<file path="src/include/srsb_defs.svh">
// Operation
// - Reset pin output except during scan test
// - Four reset symbols with self reset drive low
// - Output select bit sets event pin direction
// - Each input edge while idle, and each group of edges within one burst, sends event symbols
// - Forwarding settings gate sending; trigger settings choose command field
// - One symbol per enabled trigger command
// - Received enabled command toggles output pin
// - Device reset clears all sideband logic
`ifndef SRSB_DEFS_SVH
`define SRSB_DEFS_SVH
`define SRSB_CMD_W        8
`define SRSB_CMD_IDX_W    3
`define SRSB_RST_SYM_NEED 3'h4
`define SRSB_CNT_W        3
`endif

</file>
<file path="src/include/srsb_pkg.sv">
package srsb_pkg;
  typedef logic [7:0] srsb_cmd_t;
  typedef logic [2:0] srsb_idx_t;
  typedef enum logic [1:0] {SRSB_IDLE, SRSB_SEND} srsb_state_e;
endpackage

</file>
<file path="src/include/srsb_sym_if.sv">
`timescale 1ns/1ns
`default_nettype none
// Event symbol request path between edge detector and sequencer
interface srsb_sym_if;
  logic                edge_req;
  logic                busy;
  modport src (output edge_req, input busy);
  modport seq (input edge_req, output busy);
endinterface
`default_nettype wire

</file>
<file path="src/rtl/srsb_tx_seq.sv">
`timescale 1ns/1ns
`default_nettype none
`include "srsb_defs.svh"
module srsb_tx_seq (
  // Clock and reset
  input  wire logic          mclk,
  input  wire logic          nrst,
  input  wire logic          cen,
  // Command selection
  input  wire logic [7:0]    trig_mask,
  // Request side
  srsb_sym_if.seq            req,
  // Symbol output
  output logic               sym_valid,
  output srsb_pkg::srsb_idx_t sym_cmd,
  input  wire logic          sym_ready
);
  srsb_pkg::srsb_state_e state;
  logic [7:0]            pend;
  logic [7:0]            pend_pick;

  // Lowest pending command first
  function automatic logic [2:0] first_set(input logic [7:0] v);
    first_set = 3'h0;
    for (int i = 7; i >= 0; i--) begin
      if (v[i]) begin
        first_set = i[2:0];
      end
    end
  endfunction

  assign pend_pick = pend & ~(8'h01 << first_set(pend));
  assign req.busy  = (state == srsb_pkg::SRSB_SEND);

  // Walk the enabled commands, one symbol each
  always_ff @(posedge mclk) begin
    if (!nrst) begin
      state     <= srsb_pkg::SRSB_IDLE;
      pend      <= 8'h00;
      sym_valid <= 1'b0;
      sym_cmd   <= 3'h0;
    end else if (cen) begin
      case (state)
        srsb_pkg::SRSB_IDLE: begin
          if (req.edge_req && (trig_mask != 8'h00)) begin
            pend      <= trig_mask;
            sym_valid <= 1'b1;
            sym_cmd   <= first_set(trig_mask);
            state     <= srsb_pkg::SRSB_SEND;
          end
        end
        srsb_pkg::SRSB_SEND: begin
          if (sym_valid && sym_ready) begin
            pend <= pend_pick;
            if (pend_pick == 8'h00) begin
              sym_valid <= 1'b0;
              state     <= srsb_pkg::SRSB_IDLE;
            end else begin
              sym_cmd <= first_set(pend_pick);
            end
          end
        end
        default: begin
          state <= srsb_pkg::SRSB_IDLE;
        end
      endcase
    end
  end
endmodule
`default_nettype wire

</file>
<file path="src/rtl/srsb_top.sv">
`timescale 1ns/1ns
`default_nettype none
`include "srsb_defs.svh"
module srsb_top (
  // Clock, reset, enable
  input  wire logic       mclk,
  input  wire logic       nrst,
  input  wire logic       cen,
  // Configuration
  input  wire logic       scan_mode,
  input  wire logic       self_reset_enable,
  input  wire logic       event_pin_output_select,
  input  wire logic       event_forward_a,
  input  wire logic       multicast_symbol_select,
  input  wire logic [7:0] event_trigger_enable_reg,
  input  wire logic [7:0] event_capture_enable_reg,
  // Received control symbols
  input  wire logic       rx_reset_sym,
  input  wire logic       rx_other_sym,
  input  wire logic       rx_event_sym,
  input  wire logic [2:0] rx_event_cmd,
  // Transmit event symbols
  output logic            tx_event_valid,
  output logic [2:0]      tx_event_cmd,
  input  wire logic       tx_event_ready,
  // Link reset pin
  output logic            link_reset_out_n,
  output logic            link_reset_oe,
  input  wire logic       link_reset_in,
  output logic            link_reset_seen_n,
  // Event pin
  input  wire logic       event_pin_in,
  output logic            event_pin_out,
  output logic            event_pin_oe
);
  srsb_sym_if sif ();
  logic [2:0] rst_cnt;
  logic       sync_a;
  logic       sync_b;
  logic       sync_prev;
  logic       edge_pend;
  logic       fwd_on;

  // Reset symbol run counter; other symbols or a cleared enable break the run,
  // so a run that began before self reset was enabled cannot count
  always_ff @(posedge mclk) begin
    if (!nrst) begin
      rst_cnt          <= 3'h0;
      link_reset_out_n <= 1'b1;
    end else if (cen) begin
      if (!self_reset_enable || rx_other_sym || rx_event_sym) begin
        rst_cnt <= 3'h0;
      end else if (rx_reset_sym && rst_cnt != `SRSB_RST_SYM_NEED) begin
        rst_cnt <= rst_cnt + 3'h1;
      end
      if (rx_reset_sym && self_reset_enable && rst_cnt >= `SRSB_RST_SYM_NEED - 3'h1) begin
        link_reset_out_n <= 1'b0;
      end
    end
  end

  // Link reset pin direction and sampled input
  always_ff @(posedge mclk) begin
    if (!nrst) begin
      link_reset_oe     <= 1'b1;
      link_reset_seen_n <= 1'b1;
    end else if (cen) begin
      link_reset_oe     <= !scan_mode;
      link_reset_seen_n <= scan_mode ? link_reset_in : 1'b1;
    end
  end

  // Two-flop synchroniser then edge detect
  always_ff @(posedge mclk) begin
    if (!nrst) begin
      sync_a    <= 1'b0;
      sync_b    <= 1'b0;
      sync_prev <= 1'b0;
      edge_pend <= 1'b0;
    end else if (cen) begin
      sync_a    <= event_pin_in;
      sync_b    <= sync_a;
      sync_prev <= sync_b;
      if (!event_pin_output_select && (sync_b ^ sync_prev)) begin
        edge_pend <= 1'b1;
      end else if (!sif.busy) begin
        edge_pend <= 1'b0;
      end
    end
  end

  // Forwarding must be subscribed and multicast selected
  assign fwd_on       = event_forward_a && multicast_symbol_select;
  assign sif.edge_req = edge_pend && fwd_on;

  srsb_tx_seq u_seq (
    .mclk      (mclk),
    .nrst      (nrst),
    .cen       (cen),
    .trig_mask (event_trigger_enable_reg),
    .req       (sif.seq),
    .sym_valid (tx_event_valid),
    .sym_cmd   (tx_event_cmd),
    .sym_ready (tx_event_ready)
  );

  // Event pin direction and toggle on captured commands
  always_ff @(posedge mclk) begin
    if (!nrst) begin
      event_pin_oe  <= 1'b0;
      event_pin_out <= 1'b0;
    end else if (cen) begin
      event_pin_oe <= event_pin_output_select;
      if (event_pin_output_select && rx_event_sym &&
          event_capture_enable_reg[rx_event_cmd]) begin
        event_pin_out <= !event_pin_out;
      end
    end
  end
endmodule
`default_nettype wire

</file>
<file path="config.mk">
export PLATFORM = sky130hd
export DESIGN_NAME = srsb_top
export DESIGN_NICKNAME = d
export VERILOG_FILES = /design/src/include/srsb_pkg.sv /design/src/include/srsb_sym_if.sv /design/src/rtl/srsb_tx_seq.sv /design/src/rtl/srsb_top.sv
export VERILOG_INCLUDE_DIRS = /design/src /design/src/include
export SDC_FILE = /design/constraint.sdc
export NUM_CORES = 1
export LEC_CHECK = 0
export ABC_AREA = 1
export BUFFER_PORTS_ARGS = -buffer_cell sky130_fd_sc_hd__clkbuf_2
export CORE_ASPECT_RATIO = 1.2
export CORE_MARGIN = 2
export CORE_UTILIZATION = 40
export DETAILED_ROUTE_END_ITERATION = 10
export PLACE_DENSITY = 0.64
export REMOVE_ABC_BUFFERS = 1
export SLEW_MARGIN = 40
export SYNTH_ARGS = -nofsm -noshare
export SYNTH_HDL_FRONTEND = slang
export SYNTH_HIERARCHICAL = 1
export SYNTH_SLANG_ARGS = --single-unit
</file>
<file path="constraint.sdc">
create_clock -name mclk -period 2.98 [get_ports mclk]
set_input_delay 0.596 -clock mclk [delete_from_list [all_inputs] [get_ports mclk]]
set_output_delay 0.596 -clock mclk [all_outputs]
set_load 0.005 [all_outputs]
</file>
# After elaboration in Yosys (flattened, before gate mapping)
# Index checks and enable logic that the tools add are counted.
# word_totals
wordCells,103
register_bits,26
inputBits,33
out_inout_bits,9
# classes
n_eq_ne,7
bitwise_logic,3
add_sub_neg,1
magnitude_cmp,2
n_reduce_logical,29
n_mux,46
n_shift,1
# op_table
operator,count
3-bit 2-to-1 mux,29
8-bit 2-to-1 mux,2
8-bit one-hot mux with 2 select lines,1
1-bit logical AND,10
5-bit AND reduction,2
8-bit AND,1
8-bit zero test,1
2-bit by 1-bit != test with 1-bit output (second input constant),4
8-bit NOT,1
2-bit AND reduction,4
4-bit AND reduction,2
8-bit nonzero test,1
1-bit by 3-bit << shifter with 8-bit output (first input constant),1
1-bit 2-to-1 mux,7
2-bit 2-to-1 mux,3
3-bit one-hot mux with 2 select lines,1
1-bit zero test,4
3-bit by 4-bit < comparator with 1-bit output (second input constant),1
2-bit one-hot mux with 2 select lines,1
2-bit nonzero test,2
3-bit by 1-bit adder with 3-bit output (second input constant),1
1-bit binary-select mux with 3-bit select,1
3-bit by 2-bit >= comparator with 1-bit output (second input constant),1
3-bit != test (second input constant),1
other kinds (6),7

# Longest topological paths before layout
# depth
word_depth,22
mapped_depth,15
mapped_depth_nobuf,15

# By module
# The synthesis kept the hierarchy.
# modules_own_cells
mod,area_each_um2,cells_per_inst,n_inst,seq_area_each_um2
srsb_tx_seq,887.1,143,1,240.2
srsb_top,619.3,91,1,240.2

# Worst setup path before layout
# No wires, ideal clock.
# synth_timing
path_type,input-to-reg
startpoint,input event_trigger_enable_reg[7]
endpoint,register u_seq.pend[6]
path_slack_ns,1.363
setup_time_ns,0.086
cell_stages,7
arrival_time_ns,1.530
n_path_buf,1
cell_sequence,or2_2 -> nor3_1 -> nand2_1 -> nand2_2 -> buf_6 -> a21oi_1 -> a221oi_2
# synth_between
elab_chain_cells,4
# synth_lines
element,line,text
from (decl),srsb_top.sv:15,"input wire logic [7:0] event_trigger_enable_reg,"
8-bit nonzero test,srsb_tx_seq.sv:45,if (req.edge_req && (trig_mask != 8'h00)) begin
1-bit logical AND,srsb_tx_seq.sv:45,
2-bit by 1-bit != test with 1-bit output (no line),--,
4-bit AND reduction (no line),--,
to (signal assigned),srsb_tx_seq.sv:46,pend <= trig_mask;
to (signal assigned),srsb_tx_seq.sv:54,pend <= pend_pick;
to (decl),srsb_tx_seq.sv:19,logic [7:0] pend;
# Every way passes these cells.
# A chain may end at the register's enable or synchronous reset.

# Final worst setup path
# layout_timing
startpoint,register u_seq.sym_valid
endpoint,register u_seq.sym_cmd[0]
# layout_between
elab_chain_cells,3
# layout_lines
element,line,text
from (decl),srsb_tx_seq.sv:14,"output logic sym_valid,"
from (signal assigned),srsb_tx_seq.sv:40,sym_valid <= 1'b0;
from (signal assigned),srsb_tx_seq.sv:47,sym_valid <= 1'b1;
from (signal assigned),srsb_tx_seq.sv:56,sym_valid <= 1'b0;
1-bit logical AND,srsb_tx_seq.sv:53,if (sym_valid && sym_ready) begin
2-bit by 1-bit != test with 1-bit output (no line),--,
5-bit AND reduction (no line),--,
to (signal assigned),srsb_tx_seq.sv:48,sym_cmd <= first_set(trig_mask);
to (signal assigned),srsb_tx_seq.sv:59,sym_cmd <= first_set(pend_pick);
to (decl),srsb_tx_seq.sv:15,"output srsb_pkg::srsb_idx_t sym_cmd,"
# Every way passes these cells.

==> flow_summary.yaml <==
status:
  status: "completed"
synth:
  synth-async-reset-ratio: 0
  synth-edff-count: 0
  netlist_instances: 234
  avgSynthCellArea_sq_um: 6.44
  yosysWarnings: 6
  synthFlopType: "dfxtp_1"
  synth-seq-cells: 24
  syn-cell-area_sq_um: 1510
  synth_cell_types: 29
  yosysSeqAreaShare: 0.319
routing:
  drc: 0
  via_count: 1578
  totalWireLength_mm: 3.53
  wire_per_inst_um: 10.8
  vias_per_cell: 4.83
  drt_iter0_markers: 63
  ant_nets: 0
  drtPass1Iterations: 4
final_layout:
  fill_cells: 387
  final_area_sq_um: 1800
  largest_reg_flops: 8
  regArea_sq_um: 480
  fin_cells: 327
  final_cell_mix: "nand2_1, clkbuf_2, inv_1"
  multiInputGateArea_sq_um: 867
  area_growth_pct: 19.5
  regMostFlops: "u_seq/pend"
  nets: 312
  final_common_cell: "nand2_1"
  n_antenna_cell: 0
  reg_top3: "u_seq/pend x8, rst_cnt x3, u_seq/sym_cmd x3"
  drive_gt1_frac: 0.251
global_routing:
  grt_overflow: 0
  grt_use_total: 0.177
  grt_start_max_net_pins: 19
  grt_pass1_wl_mm: 6.02
  antenna_found_initial: 0
  grt_pass1_vias: 1491
clock_network:
  ctsResizeCount: 0
  cts_made_buffers: 3
  clk_latency_ps: 260
  clkSlewWorstSetupHoldPaths_ps: 90
  cts_hold_buf: 0
  tritoncts: "built"
  cts-root-buf: "clkbuf_8"
  post_cts_buffers: 0
  clk_path_buf_depth: 2
  cts.sinks: 24
  h-tree-depth: 1
critical_path:
  crit_top_cell: "nand2_1"
  path_max_fanout: 13
  path_delay_family: "simple AND/OR/NAND/NOR gates"
  critPathBufInv: 2
  cp-start-kind: "flop"
  regToRegEndpoint: "u_seq/sym_cmd[0]$_SDFFE_PN0P_"
  r2r_setup_slack_ps: 1040
  r2r_start: "u_seq/sym_valid$_SDFFE_PN0P_"
  critPathLaunch: "u_seq/sym_valid$_SDFFE_PN0P_"
  slowest_delay_ps: 470
  worstSetupEndpointType: "flop"
  critPathRequiredTime_ps: 3150
  r2r_cells: 10
  path_class: "flop to flop"
  cp_cell_sequence: "inv_2 > nand2_1 > nor4_1 > nand2_1 > nand2_2 > inv_1 > nand2_2 > nand2_1 > nand2_1 > nor2_1"
  cp_num_cells: 10
  worstSetupEndpoint: "u_seq/sym_cmd[0]$_SDFFE_PN0P_"
  cp_slowest_cell: "dfxtp_1"
  worstPathArrival_ps: 2110
sta:
  max_freq_ghz: 0.516
  report.final.hold_viol_count: 0
  finalClockSkew_ps: 5.36
  fin_tns_setup_ps: 0
  finalCriticalPeriod_ps: 1940
  worstMarginPinSlew_ps: 491
  finalSetupViolCount: 0
  relSlewSlack: 0.672
  finalCritPeriodShare: 0.651
  rsz0062_at_grt: "no"
  report.final.slew_viol_count: 0
  setup_ws_ps: 1040
power_and_ir_drop:
  power_density_nw_per_um2: 368
  power_leakage_nw: 0.864
  ir_worst_vdd_v: 0.000304
floorplan:
  start_util: 0.415
  ioPinCount: 42
  die_area_sq_um: 4270
  rows: 24
  coreArea_sq_um: 3630
  die_y_um: 71.2
  fp.dieW_um: 60.0
placement:
  place.gp.congestion: 0.861
  hpwlAfterDp_mm: 2.85
  pre_cts_slack_ps: 980
  portBuffers: 41
  dpl_cell_area_sq_um: 1750
  dp_cells: 323
min_path:
  whs_path_depth: 2
  hold_path_class: "flop to flop"
flow_run:
  cap_violations: 0
==> power breakdown <==
| group | switching (mW) | internal, mW |
|---|---|---|
| combinational | 0.0582 | 0.0432 |
| sequential | 0.00828 | 0.332 |
| clock | 0.104 | 0.118 |
==> per-layer routing <==
layer / vias to the layer above / wire length, um / track usage
li1: 841 / - / -
met1: 696 / 1590 / 0.221
met2: 37 / 1690 / 0.308
met3: 4 / 197 / 0.0415
met4: 0 / 44 / 0.0321
met5: - / 0 / 0
==> final cells by class <==
type,count,area share
well taps,52,0.0361
clock buffers,4,0.0306
inverters,34,0.0709
repair buffers,41,0.114
flip-flops and latches,24,0.267
multi-input cells,172,0.482
==> metrics by stage <==
stage,power [mW],hold WS [ps],utilization
5_1_grt,0.700,483,0.496
2_1_floorplan,0.404,442,-
3_3_place_gp,0.449,444,0.480
3_5_place_dp,0.449,442,0.480
6_report,0.663,454,0.496
4_1_cts,0.671,456,0.496
==> synth_stat cells (2+ instances only) <==
master    count  share of area
nand2_1      56           0.14
inv_1        31          0.077
dfxtp_1      24           0.32
nor2_1       23          0.057
a21oi_1      21          0.070
nand3_1      18          0.060
o21ai_0      18          0.060
nand2_2       8          0.033
nor2_2        5          0.021
ha_1          3          0.025
inv_2         3         0.0075
nand3_2       3          0.020
a221oi_2      2          0.020
buf_4         2          0.010
nand3b_1      2          0.010
nand4_1       2         0.0083
==> worst min path at each step <==
stage                                   from                       endpoint  slack (ps)
2_1_floorplan  u_seq/sym_cmd[2]$_SDFFE_PN0P_  u_seq/sym_cmd[2]$_SDFFE_PN0P_         440
3_3_place_gp      link_reset_oe$_SDFFE_PN1P_     link_reset_oe$_SDFFE_PN1P_         440
3_5_place_dp   u_seq/sym_cmd[2]$_SDFFE_PN0P_  u_seq/sym_cmd[2]$_SDFFE_PN0P_         440
4_1_cts        u_seq/sym_cmd[2]$_SDFFE_PN0P_  u_seq/sym_cmd[2]$_SDFFE_PN0P_         460
5_1_grt           link_reset_oe$_SDFFE_PN1P_     link_reset_oe$_SDFFE_PN1P_         480
6_report       u_seq/sym_cmd[2]$_SDFFE_PN0P_  u_seq/sym_cmd[2]$_SDFFE_PN0P_         450
==> worst register-to-register path, stage by stage, from the launching register on <==
cell and delay [ps]:
dfxtp_1 470, inv_2 220, nand2_1 120, nor4_1 230, nand2_1 110, nand2_2 210, inv_1 190, nand2_2 140
nand2_1 50, nand2_1 50, nor2_1 50
==> kinds of logic after synthesis <==
kind of cell    Yosys count  share of synthesized area
simple gates            124                      0.382
buf+inv                  38                      0.105
flops                    24                      0.319
fa+ha+maj                 3                     0.0249
compound gates           45                      0.169
No activity file was read; power rests on OpenSTA's default activity.
